--- src/verilog/aox_pkg.sv ---
// package: constants and types for the accumulator or/xor datapath
package aox_pkg;
	localparam int          ACC_W        = 32;
	localparam int          WORD_W       = 16;
	localparam int          ADDR_W       = 16;
	localparam int          STACK_DEPTH  = 8;
	localparam int          CNT_W        = 6;
	localparam logic [5:0]  RANGE_MIN    = 6'h01;
	localparam logic [5:0]  RANGE_MAX    = 6'h20;
	localparam logic [31:0] ACC_RESET    = 32'h0000_0000;
	localparam logic        FLAG_RESET   = 1'b0;
	localparam logic [15:0] ADDR_STEP    = 16'h0001;

	// operation codes presented on op_code
	typedef enum logic [2:0] {
		AOX_OP_WORD_OR      = 3'h0,
		AOX_OP_DOUBLE_OR    = 3'h1,
		AOX_OP_RANGE_OR     = 3'h2,
		AOX_OP_STACK_OR     = 3'h3,
		AOX_OP_WORD_XOR     = 3'h4,
		AOX_OP_DOUBLE_XOR   = 3'h5,
		AOX_OP_PUSH         = 3'h6,
		AOX_OP_LOAD         = 3'h7
	} aox_op_type;

	// operand source for memory-based operations
	typedef enum logic [1:0] {
		AOX_SRC_DIRECT   = 2'h0,
		AOX_SRC_POINTER  = 2'h1,
		AOX_SRC_CONSTANT = 2'h2
	} aox_src_type;
endpackage

--- src/verilog/aox_bit_gather.sv ---
// bit gatherer: masks a run of discrete bits down to its length
`timescale 1ns/100ps
module aox_bit_gather #(
	parameter int WIDTH = 32
) (
	input  wire logic [WIDTH-1:0] bits_in,
	input  wire logic [5:0]       run_len,
	output logic      [WIDTH-1:0] bits_out
);
	import aox_pkg::*;

	// keep bits below run_len, clear the rest
	genvar g;
	generate
		for (g = 0; g < WIDTH; g++) begin : g_mask
			assign bits_out[g] = bits_in[g] & (6'(g) < run_len);
		end
	endgenerate
endmodule // aox_bit_gather

--- src/verilog/aox_core.sv ---
// accumulator or/xor datapath with accumulator stack and status flags
//
// Contract
// - word OR: low 16 bits with memory word
// - double OR: 32 bits with pair or constant
// - range OR over one to thirty-two bits
// - range OR takes start location and count
// - stack OR: accumulator with stack top
// - stack OR pops, entries move up one
// - word XOR: low 16 bits with word
// - double XOR: 32 bits with pair/constant
// - zero flag set when result zero
// - double/stack: negative flag from msb
// - range OR also drives negative flag
// - word OR reports zero result
// - untouched flags keep their value
`timescale 1ns/100ps
module aox_core #(
	parameter int DEPTH = aox_pkg::STACK_DEPTH
) (
	input  wire logic                       clk_sys,
	input  wire logic                       rst,
	input  wire logic                       op_valid,
	input  wire aox_pkg::aox_op_type        op_code,
	input  wire aox_pkg::aox_src_type       op_src,
	input  wire logic [aox_pkg::ADDR_W-1:0] op_addr,
	input  wire logic [aox_pkg::ACC_W-1:0]  op_const,
	input  wire logic [5:0]                 op_count,
	output logic                            op_ready,
	output logic                            op_done,
	output logic                            mem_rd,
	output logic [aox_pkg::ADDR_W-1:0]      mem_addr,
	input  wire logic [aox_pkg::WORD_W-1:0] mem_rdata,
	output logic                            bit_rd,
	output logic [aox_pkg::ADDR_W-1:0]      bit_start,
	input  wire logic [aox_pkg::ACC_W-1:0]  bit_rdata,
	output logic [aox_pkg::ACC_W-1:0]       acc,
	output logic                            zero_result_flag,
	output logic                            negative_result_flag,
	output logic                            range_error
);
	import aox_pkg::*;

	typedef enum logic [2:0] {
		ST_IDLE, ST_PTR, ST_LO, ST_HI, ST_BITS, ST_EXEC
	} aox_state_type;

	// ==========================================
	// sequencing state
	aox_state_type            state_q, state_d;
	aox_op_type               op_q, op_d;
	logic [ADDR_W-1:0]        addr_q, addr_d;
	logic [ACC_W-1:0]         opnd_q, opnd_d;
	logic [5:0]               cnt_q, cnt_d;
	logic                     rd_q, rd_d, brd_q, brd_d, done_q, done_d, err_q, err_d;
	logic [ACC_W-1:0]         acc_q, acc_d;
	logic                     zf_q, zf_d, nf_q, nf_d;
	logic [ACC_W-1:0]         stk_q [DEPTH];
	logic [ACC_W-1:0]         stk_d [DEPTH];
	logic [ACC_W-1:0]         gathered;
	logic [ACC_W-1:0]         res;
	logic                     rdy_q, rdy_d;

	aox_bit_gather #(.WIDTH(ACC_W)) u_gather (
		.bits_in  (bit_rdata),
		.run_len  (cnt_q),
		.bits_out (gathered)
	);

	function automatic logic is_double(input aox_op_type o);
		return (o == AOX_OP_DOUBLE_OR) || (o == AOX_OP_DOUBLE_XOR);
	endfunction

	always_comb begin
		state_d = state_q;
		op_d    = op_q;
		addr_d  = addr_q;
		opnd_d  = opnd_q;
		cnt_d   = cnt_q;
		rd_d    = 1'b0;
		brd_d   = 1'b0;
		done_d  = 1'b0;
		err_d   = err_q;
		acc_d   = acc_q;
		zf_d    = zf_q;
		nf_d    = nf_q;
		stk_d   = stk_q;
		res     = acc_q;
		case (state_q)
			ST_IDLE: begin
				// a request counts only while ready is shown
				if (op_valid && rdy_q) begin
					op_d   = op_code;
					addr_d = op_addr;
					cnt_d  = op_count;
					opnd_d = op_const;
					err_d  = 1'b0;
					case (op_code)
						AOX_OP_STACK_OR, AOX_OP_PUSH, AOX_OP_LOAD: state_d = ST_EXEC;
						AOX_OP_RANGE_OR: begin
							if (op_count < RANGE_MIN || op_count > RANGE_MAX) begin
								err_d  = 1'b1;
								done_d = 1'b1;
							end else begin
								brd_d   = 1'b1;
								state_d = ST_BITS;
							end
						end
						default: begin
							if (op_src == AOX_SRC_CONSTANT && is_double(op_code)) begin
								state_d = ST_EXEC;
							end else begin
								rd_d    = 1'b1;
								state_d = (op_src == AOX_SRC_POINTER) ? ST_PTR : ST_LO;
							end
						end
					endcase
				end
			end
			ST_PTR: begin
				addr_d  = mem_rdata;
				rd_d    = 1'b1;
				state_d = ST_LO;
			end
			ST_LO: begin
				opnd_d = {16'h0000, mem_rdata};
				if (is_double(op_q)) begin
					addr_d  = addr_q + ADDR_STEP;
					rd_d    = 1'b1;
					state_d = ST_HI;
				end else begin
					state_d = ST_EXEC;
				end
			end
			ST_HI: begin
				opnd_d  = {mem_rdata, opnd_q[15:0]};
				state_d = ST_EXEC;
			end
			ST_BITS: begin
				opnd_d  = gathered;
				state_d = ST_EXEC;
			end
			ST_EXEC: begin
				done_d  = 1'b1;
				state_d = ST_IDLE;
				case (op_q)
					AOX_OP_WORD_OR: begin
						res  = {acc_q[31:16], acc_q[15:0] | opnd_q[15:0]};
						zf_d = (res == 32'h0000_0000);
					end
					AOX_OP_WORD_XOR: begin
						res  = {acc_q[31:16], acc_q[15:0] ^ opnd_q[15:0]};
						zf_d = (res == 32'h0000_0000);
					end
					AOX_OP_DOUBLE_OR, AOX_OP_RANGE_OR: begin
						res  = acc_q | opnd_q;
						zf_d = (res == 32'h0000_0000);
						nf_d = res[ACC_W-1];
					end
					AOX_OP_DOUBLE_XOR: begin
						res  = acc_q ^ opnd_q;
						zf_d = (res == 32'h0000_0000);
						nf_d = res[ACC_W-1];
					end
					AOX_OP_STACK_OR: begin
						res  = acc_q | stk_q[0];
						zf_d = (res == 32'h0000_0000);
						nf_d = res[ACC_W-1];
						for (int i = 0; i < DEPTH - 1; i++) begin
							stk_d[i] = stk_q[i+1];
						end
						stk_d[DEPTH-1] = ACC_RESET;
					end
					AOX_OP_PUSH: begin
						// push current accumulator, load constant
						for (int i = DEPTH - 1; i > 0; i--) begin
							stk_d[i] = stk_q[i-1];
						end
						stk_d[0] = acc_q;
						res      = opnd_q;
					end
					default: res = opnd_q; // load constant, flags untouched
				endcase
				acc_d = res;
			end
			default: state_d = ST_IDLE;
		endcase
		// ready again as soon as the machine returns to idle
		rdy_d = (state_d == ST_IDLE);
	end

	always_ff @(posedge clk_sys) begin
		if (rst) begin
			state_q <= ST_IDLE;
			op_q    <= AOX_OP_LOAD;
			addr_q  <= 16'h0000;
			opnd_q  <= ACC_RESET;
			cnt_q   <= 6'h00;
			rd_q    <= 1'b0;
			brd_q   <= 1'b0;
			done_q  <= 1'b0;
			err_q   <= 1'b0;
			acc_q   <= ACC_RESET;
			zf_q    <= FLAG_RESET;
			nf_q    <= FLAG_RESET;
			rdy_q   <= 1'b0;
			for (int i = 0; i < DEPTH; i++) begin
				stk_q[i] <= ACC_RESET;
			end
		end else begin
			state_q <= state_d;
			op_q    <= op_d;
			addr_q  <= addr_d;
			opnd_q  <= opnd_d;
			cnt_q   <= cnt_d;
			rd_q    <= rd_d;
			brd_q   <= brd_d;
			done_q  <= done_d;
			err_q   <= err_d;
			acc_q   <= acc_d;
			zf_q    <= zf_d;
			nf_q    <= nf_d;
			stk_q   <= stk_d;
			rdy_q   <= rdy_d;
		end
	end

	// ==========================================
	// outputs
	assign op_ready             = rdy_q;
	assign op_done              = done_q;
	assign mem_rd               = rd_q;
	assign mem_addr             = addr_q;
	assign bit_rd               = brd_q;
	assign bit_start            = addr_q;
	assign acc                  = acc_q;
	assign zero_result_flag     = zf_q;
	assign negative_result_flag = nf_q;
	assign range_error          = err_q;

	// ==========================================
	// assertions
	word_upper_kept_a: assert property (@(posedge clk_sys) disable iff (rst)
		(state_q == ST_EXEC && (op_q == AOX_OP_WORD_OR || op_q == AOX_OP_WORD_XOR))
		|=> acc_q[31:16] == $past(acc_q[31:16]))
		else $error("word op changed upper accumulator half");
	zero_flag_tracks_a: assert property (@(posedge clk_sys) disable iff (rst)
		(state_q == ST_EXEC && op_q inside {AOX_OP_WORD_OR, AOX_OP_WORD_XOR,
		AOX_OP_DOUBLE_OR, AOX_OP_DOUBLE_XOR, AOX_OP_RANGE_OR, AOX_OP_STACK_OR})
		|=> zf_q == (acc_q == 32'h0000_0000))
		else $error("zero flag disagrees with result");
	neg_flag_tracks_a: assert property (@(posedge clk_sys) disable iff (rst)
		(state_q == ST_EXEC && op_q inside {AOX_OP_DOUBLE_OR, AOX_OP_DOUBLE_XOR,
		AOX_OP_RANGE_OR, AOX_OP_STACK_OR}) |=> nf_q == acc_q[31])
		else $error("negative flag disagrees with msb");
	word_neg_kept_a: assert property (@(posedge clk_sys) disable iff (rst)
		(state_q == ST_EXEC && op_q == AOX_OP_WORD_OR) |=> $stable(nf_q))
		else $error("word or touched negative flag");
	stack_or_result_a: assert property (@(posedge clk_sys) disable iff (rst)
		(state_q == ST_EXEC && op_q == AOX_OP_STACK_OR)
		|=> acc_q == ($past(acc_q) | $past(stk_q[0])))
		else $error("stack or result wrong");
	stack_pop_a: assert property (@(posedge clk_sys) disable iff (rst)
		(state_q == ST_EXEC && op_q == AOX_OP_STACK_OR) |=> stk_q[0] == $past(stk_q[1]))
		else $error("stack did not move up");
	double_xor_result_a: assert property (@(posedge clk_sys) disable iff (rst)
		(state_q == ST_EXEC && op_q == AOX_OP_DOUBLE_XOR)
		|=> acc_q == ($past(acc_q) ^ $past(opnd_q)))
		else $error("double xor result wrong");
	pointer_fetch_a: assert property (@(posedge clk_sys) disable iff (rst)
		(state_q == ST_PTR) |=> mem_rd && mem_addr == $past(mem_rdata) && state_q == ST_LO)
		else $error("pointer not followed");
	range_len_a: assert property (@(posedge clk_sys) disable iff (rst)
		(state_q == ST_BITS) |-> cnt_q >= RANGE_MIN && cnt_q <= RANGE_MAX)
		else $error("range length out of bounds");
endmodule // aox_core

--- config.mk ---
export PLATFORM = sky130hd
export DESIGN_NAME = aox_core
export DESIGN_NICKNAME = d
export VERILOG_FILES = /design/src/verilog/aox_pkg.sv /design/src/verilog/aox_bit_gather.sv /design/src/verilog/aox_core.sv
export SDC_FILE = /design/constraint.sdc
export NUM_CORES = 1
export LEC_CHECK = 0
export BUFFER_PORTS_ARGS = -buffer_cell sky130_fd_sc_hd__buf_2
export CORE_MARGIN = 2
export CORE_UTILIZATION = 25
export CTS_CLUSTER_DIAMETER = 100
export DETAILED_ROUTE_END_ITERATION = 7
export GPL_TIMING_DRIVEN = 0
export HOLD_SLACK_MARGIN = 0.06
export PLACE_DENSITY = 0.46
export SYNTH_ARGS = -nofsm -noshare
export SYNTH_HDL_FRONTEND = slang
export SYNTH_SLANG_ARGS = --single-unit
--- constraint.sdc ---
create_clock -name clk_sys -period 4.17 [get_ports clk_sys]
set_clock_uncertainty 0.2 [all_clocks]
set_input_delay 0.2085 -clock clk_sys [delete_from_list [all_inputs] [get_ports clk_sys]]
set_output_delay 0.2085 -clock clk_sys [all_outputs]
set_load 0.01 [all_outputs]
Word level (Yosys, flattened, before mapping)

Cells that the tools add are included.
W data, S select, Z words.

Flip-flop bits (word level): 355
Logic and storage cells: 180

Equality and inequality tests: 21
$add $sub $neg: 1
Muxes and demuxes: 26
Reductions and logical operators: 32
Magnitude comparators: 34
Bitwise gates (word level): 43

Operators by type and width:

| kind                    | count |
|---|---|
| $pmux W256 S2           | 1 |
| $logic_not A32 Y1       | 5 |
| $pmux W32 S5            | 1 |
| $pmux W32 S4            | 1 |
| $lt A5 B6 Y1 const A    | 16 |
| $or A32 B32 Y32         | 2 |
| $lt A4 B6 Y1 const A    | 8 |
| $pmux W16 S3            | 1 |
| $and A1 B1 Y1           | 32 |
| $mux W16                | 2 |
| $mux W32                | 1 |
| $xor A32 B32 Y32        | 1 |
| $eq A3 B3 Y1 const B    | 8 |
| $lt A3 B6 Y1 const A    | 4 |
| $eq A3 B2 Y1 const B    | 6 |
| $add A16 B1 Y16 const B | 1 |
| $or A16 B16 Y16         | 1 |
| $xor A16 B16 Y16        | 1 |
| $lt A1 B6 Y1 const A    | 2 |
| $lt A2 B6 Y1 const A    | 2 |
| $mux W3                 | 4 |
| $pmux W3 S4             | 1 |
| $reduce_and A2 Y1       | 5 |
| $eq A3 B1 Y1 const B    | 3 |
| other kinds (23)        | 48 |

Longest topological paths before layout

Depth after elaboration: 8
Mapped depth: 10
Depth with buffers taken out: 7

Modules after synthesis

A second synthesis with hierarchy kept.

Cell total of the unflattened synthesis: 2192
Area, all modules: 18465.2 sq um

By module, submodules not included:

| module         | times used | cells an instance | sequential area each (sq um) | area each (sq um) |
|---|---|---|---|---|
| aox_core       | 1          | 2111              | 7106.8                       | 17977.2 |
| aox_bit_gather | 1          | 81                | 0.0                          | 488.0 |

Worst setup path after synthesis

Ideal clock, no wire load.

Kind: reg2reg
Start: register op_q[1]
End: register addr_q[10], in the netlist bit_start[10]
Setup slack: 2.175 ns
Data required time: 3.838 ns
Cell stages (with the launch flop): 7
Arrival: 1.663 ns
Clock period less this slack: 1.995 ns
Path buffers: 2
Path through: dfxtp_1 > buf_2 > or3b_1 > a221o_1 > buf_2 > o21ai_0 > a21oi_1

Cells in the longest elaborated chain, start to end: 4

Ends and longest elaborated chain:

| item                                                | RTL line        | source |
|---|---|---|
| from (decl)                                         | aox_core.sv:51  | `aox_op_type op_q, op_d;` |
| from (signal assigned)                              | aox_core.sv:212 | `op_q <= op_d;` |
| $eq A3 B1 Y1 / $eq A3 B3 Y1 (equally long branches) | aox_core.sv:71  | `return (o == AOX_OP_DOUBLE_OR) \|\| (o == AOX_OP_DOUBLE_XOR);` |
| $logic_or A1 B1 Y1 (*)                              | aox_core.sv:71  |  |
| $ne A2 B2 Y1 (no source line) (*)                   | -               |  |
| $reduce_and A3 Y1 (no source line) (*)              | -               |  |
| to (signal assigned)                                | aox_core.sv:213 | `addr_q <= addr_d;` |
| to (decl)                                           | aox_core.sv:52  | `logic [ADDR_W-1:0] addr_q, addr_d;` |

Every way passes the cells marked *; elsewhere a longest branch is shown, timed or not.
A chain may end at the register's enable or synchronous reset.

Worst setup path after layout

Start: register state_q[1]
End: register opnd_q[6]

Cells in the longest elaborated chain, start to end: 3

Ends and longest elaborated chain:

| item                                                              | RTL line        | source |
|---|---|---|
| from (decl)                                                       | aox_core.sv:50  | `aox_state_type state_q, state_d;` |
| from (signal assigned)                                            | aox_core.sv:211 | `state_q <= state_d;` |
| $eq A3 B2 Y1, or another cell as far along                        | aox_core.sv:89  | `case (state_q)` |
| $reduce_bool A3 Y1 (no source line), or another cell as far along | -               |  |
| $reduce_and A3 Y1 (no source line)                                | -               |  |
| to (signal assigned)                                              | aox_core.sv:214 | `opnd_q <= opnd_d;` |
| to (decl)                                                         | aox_core.sv:53  | `logic [ACC_W-1:0] opnd_q, opnd_d;` |

Several ways; a longest one is shown, not always the timed one.

==> run_results.csv <==
group,metric,value,unit
timing,relSlewSlack,12.4,%
finish,drive_above_1_share,13.0,%
route,wl_per_cell,20.3,um
global_routing,grt_max_degree,13,
logic_synthesis,synth_area_leaders,"dfxtp_1, a311oi_1, nand2_1",
critical_path,cp-start-kind,"flip-flop",
logic_synthesis,yosys.area.top_type,"dfxtp_1",
critical_path,rr_endpoint,"opnd_q[6]",
clock_network,cts_root_buf,"clkbuf_16",
clock_network,cts_setup_buffers,0,
status,status,"completed",
route,via_count,18600,
logic_synthesis,syn_avg_cell_area,7.67,um2
finish,antenna_cells,0,
global_routing,grt_pass1_vias,18800,
hold_path,hold_depth,5,
job,maxCapViolCount,0,
finish,fin_util,31.7,%
logic_synthesis,ys_warn_count,0,
route,ant_nets,0,
hold_path,hold_class,"input port to flip-flop",
logic_synthesis,synth_common_cells,"nand2_1, nor2_1, dfxtp_1",
clock_network,numClockSinks,355,
hold_path,hold_path_end,"opnd_q[27]",
logic_synthesis,synth_fp_nets,2443,
die,die_h,270,um
logic_synthesis,ys.flop_type,"dfxtp_1",
placement,dpl_cell_area,19700,um2
timing,post-route-min-period,3480,ps
logic_synthesis,ys_ff_latch,355,
die,ios,181,
critical_path,reg2reg_depth,8,
timing,finalSetupViolations,0,
critical_path,critical_path_class,"flip-flop to flip-flop",
hold_path,worst_hold_startpoint,"bit_rdata[27]",
route,vias_per_cell,5.15,
timing,final_hold_viol_count,0,
clock_network,cts_hold_buf,109,
die,initial_core_util,25.2,%
power,irDropWorstVdd,0.271,mV
route,first_pass_iters,7,
logic_synthesis,synth_most_common_cell,"nand2_1",
route,wirelength,73.3,mm
route,post-route-drc-count,0,
finish,synthToLayoutAreaGrowth,25.8,%
logic_synthesis,synthesis.area,17600,um2
die,die_area,72700,um2
critical_path,arrival,3690,ps
logic_synthesis,synth_top_area_share,40.3,%
global_routing,grt_usage,19.5,%
clock_network,clockBufferDepth,3,
logic_synthesis,seq_area_frac_synth,40.3,%
critical_path,r2r_slack,690,ps
clock_network,numCtsBuffers,42,
logic_synthesis,synth-edff-count,0,
global_routing,overflow,0,
global_routing,grt_pass1_wl,112,mm
clock_network,clkSlewWorstSetupHoldPaths,60,ps
critical_path,critPathMaxFanout,10,
timing,grt_setup_unrepaired,"false",
die,die_x,270,um
finish,stdcell_area,22200,um2
logic_synthesis,async_reset_ff_share,0,%
timing,worstMarginPinSlew,1310,ps
clock_network,worstSkewPairLatency,590,ps
critical_path,cp.required,4380,ps
critical_path,r2r-start,"state_q[1]",
critical_path,cp-end-kind,"flip-flop",
clock_network,htreeDepth,2,
finish,multi_input_area,9180,um2
logic_synthesis,syn_inst,2300,
clock_network,ctsResizeCount,0,
placement,portBuffers,179,
placement,gp_congestion,0.888,
finish,regArea,7110,um2
timing,fin_tns_setup,0,ps
global_routing,antenna_found_initial,1,
die,core_area,69900,um2
timing,period_share,83.5,%
finish,fillers,7693,
timing,fmax,287,MHz
die,rows,97,
finish,num-nets-final,2775,
placement,dp_hpwl,57.2,mm
route,first_iter_violations,1510,
logic_synthesis,synth.distinct_cells,65,
clock_network,tritoncts,"done",
power,leakage,7.36,nW
power,powerDensity,519,nW/um2
timing,drv_slew,0,
how the worst max path moves through the flow:
stage / to / from / slack [ps]
finish: opnd_q[6] / state_q[1] / 690
global route: opnd_q[6] / state_q[1] / 490
CTS: opnd_q[6] / state_q[1] / 640
detailed placement: stk_q[11] / state_q[0] / 1040
global placement: stk_q[2] / state_q[0] / 1030
floorplan: bit_start[10] / op_q[1] / 2180
placed cells by master (no fill, tap or decap), types with 5 or more instances in the layout:
| master | count |
|---|---|
| nor4_1 | 24 |
| inv_1 | 81 |
| nor3_1 | 9 |
| ha_1 | 33 |
| a31oi_1 | 14 |
| a22oi_1 | 58 |
| nor3b_1 | 6 |
| clkinv_2 | 7 |
| o221ai_1 | 12 |
| a211oi_1 | 36 |
| or3_1 | 17 |
| a222oi_1 | 5 |
| clkbuf_8 | 10 |
| buf_1 | 11 |
| dlygate4sd3_1 | 109 |
| nor2b_1 | 15 |
| mux2i_1 | 17 |
| buf_4 | 41 |
| a211o_1 | 6 |
| o22ai_1 | 14 |
| buf_2 | 224 |
| dfxtp_1 | 355 |
| a21o_1 | 8 |
| nor2_1 | 358 |
| clkbuf_1 | 134 |
| a22o_1 | 8 |
| clkbuf_16 | 42 |
| nand2_1 | 531 |
| o21ai_0 | 33 |
| and2_1 | 5 |
| a21oi_1 | 72 |
| nand2b_1 | 6 |
| o211ai_1 | 8 |
| nand4_1 | 19 |
| a221oi_1 | 23 |
| a311oi_1 | 238 |
| nand3_1 | 13 |
state kept, by name (all words and copies together), names as in the netlist, 3 cells and up:
signal	cells
bit_start	16
acc	32
op_q	3
opnd_q	32
cnt_q	6
state_q	3
stk_q	256
worst max-delay path: stages (launching register included):
cell           delay [ps]
dfxtp_1               300
clkbuf_2              170
buf_2                 230
a211oi_1               80
a211oi_1             1010
o21ai_0               260
a221oi_1              370
dlygate4sd3_1         630
a211oi_1               50
layer usage:
metal / global-route usage (%) / routed length [um] / vias to the layer above
met3: 3.56 / 3960 / 106
met5: 0 / 0 / -
li1: - / - / 8876
met1: 27.5 / 35000 / 9082
met2: 30.6 / 32700 / 492
met4: 4.72 / 1590 / 0
power breakdown:
group / switching, W / total [W] / internal [W] / leakage, nW
sequential: 0.000319 / 0.00398 / 0.00366 / 2.87
combinational: 0.00233 / 0.00379 / 0.00147 / 3.81
clock: 0.00157 / 0.00374 / 0.00217 / 0.680
logic make-up (layout without fill, tap and decap cells):
logic type	Yosys count	in the layout	share of synthesized area (%)
and+or+nand+nor	1031	1031	24.2
AOI/OAI and AO/OA	559	559	24.5
DFF	355	355	40.3
buffers and inverters	303	666	7.65
adders and majority gates	33	33	2.34
muxes	17	17	0.965
xor gates and xnor gates	2	2	0.0993
stage by stage:
stage | setup WS, ps | cells | total power [W] | hold slack, ps
after CTS | 644 | 3603 | 0.0116 | 168
after floorplan | 2180 | 2300 | 0.00620 | 126
after global routing | 493 | 3603 | 0.0121 | 250
after detailed placement | 1040 | 3419 | 0.00748 | 258
final | 689 | 3603 | 0.0115 | 218
after global placement | 1030 | 3419 | 0.00747 | 266
cell type report:
cell class / count / area share (%)
multi-input combinational: 1642 / 41.4
inverter: 81 / 1.37
sequential: 355 / 32.0
clock inverter: 13 / 0.711
tap: 940 / 5.30
clock buffer: 62 / 5.53
timing repair buffer: 288 / 8.96
buffer: 222 / 4.71
No activity file was read; power rests on OpenSTA's default activity.
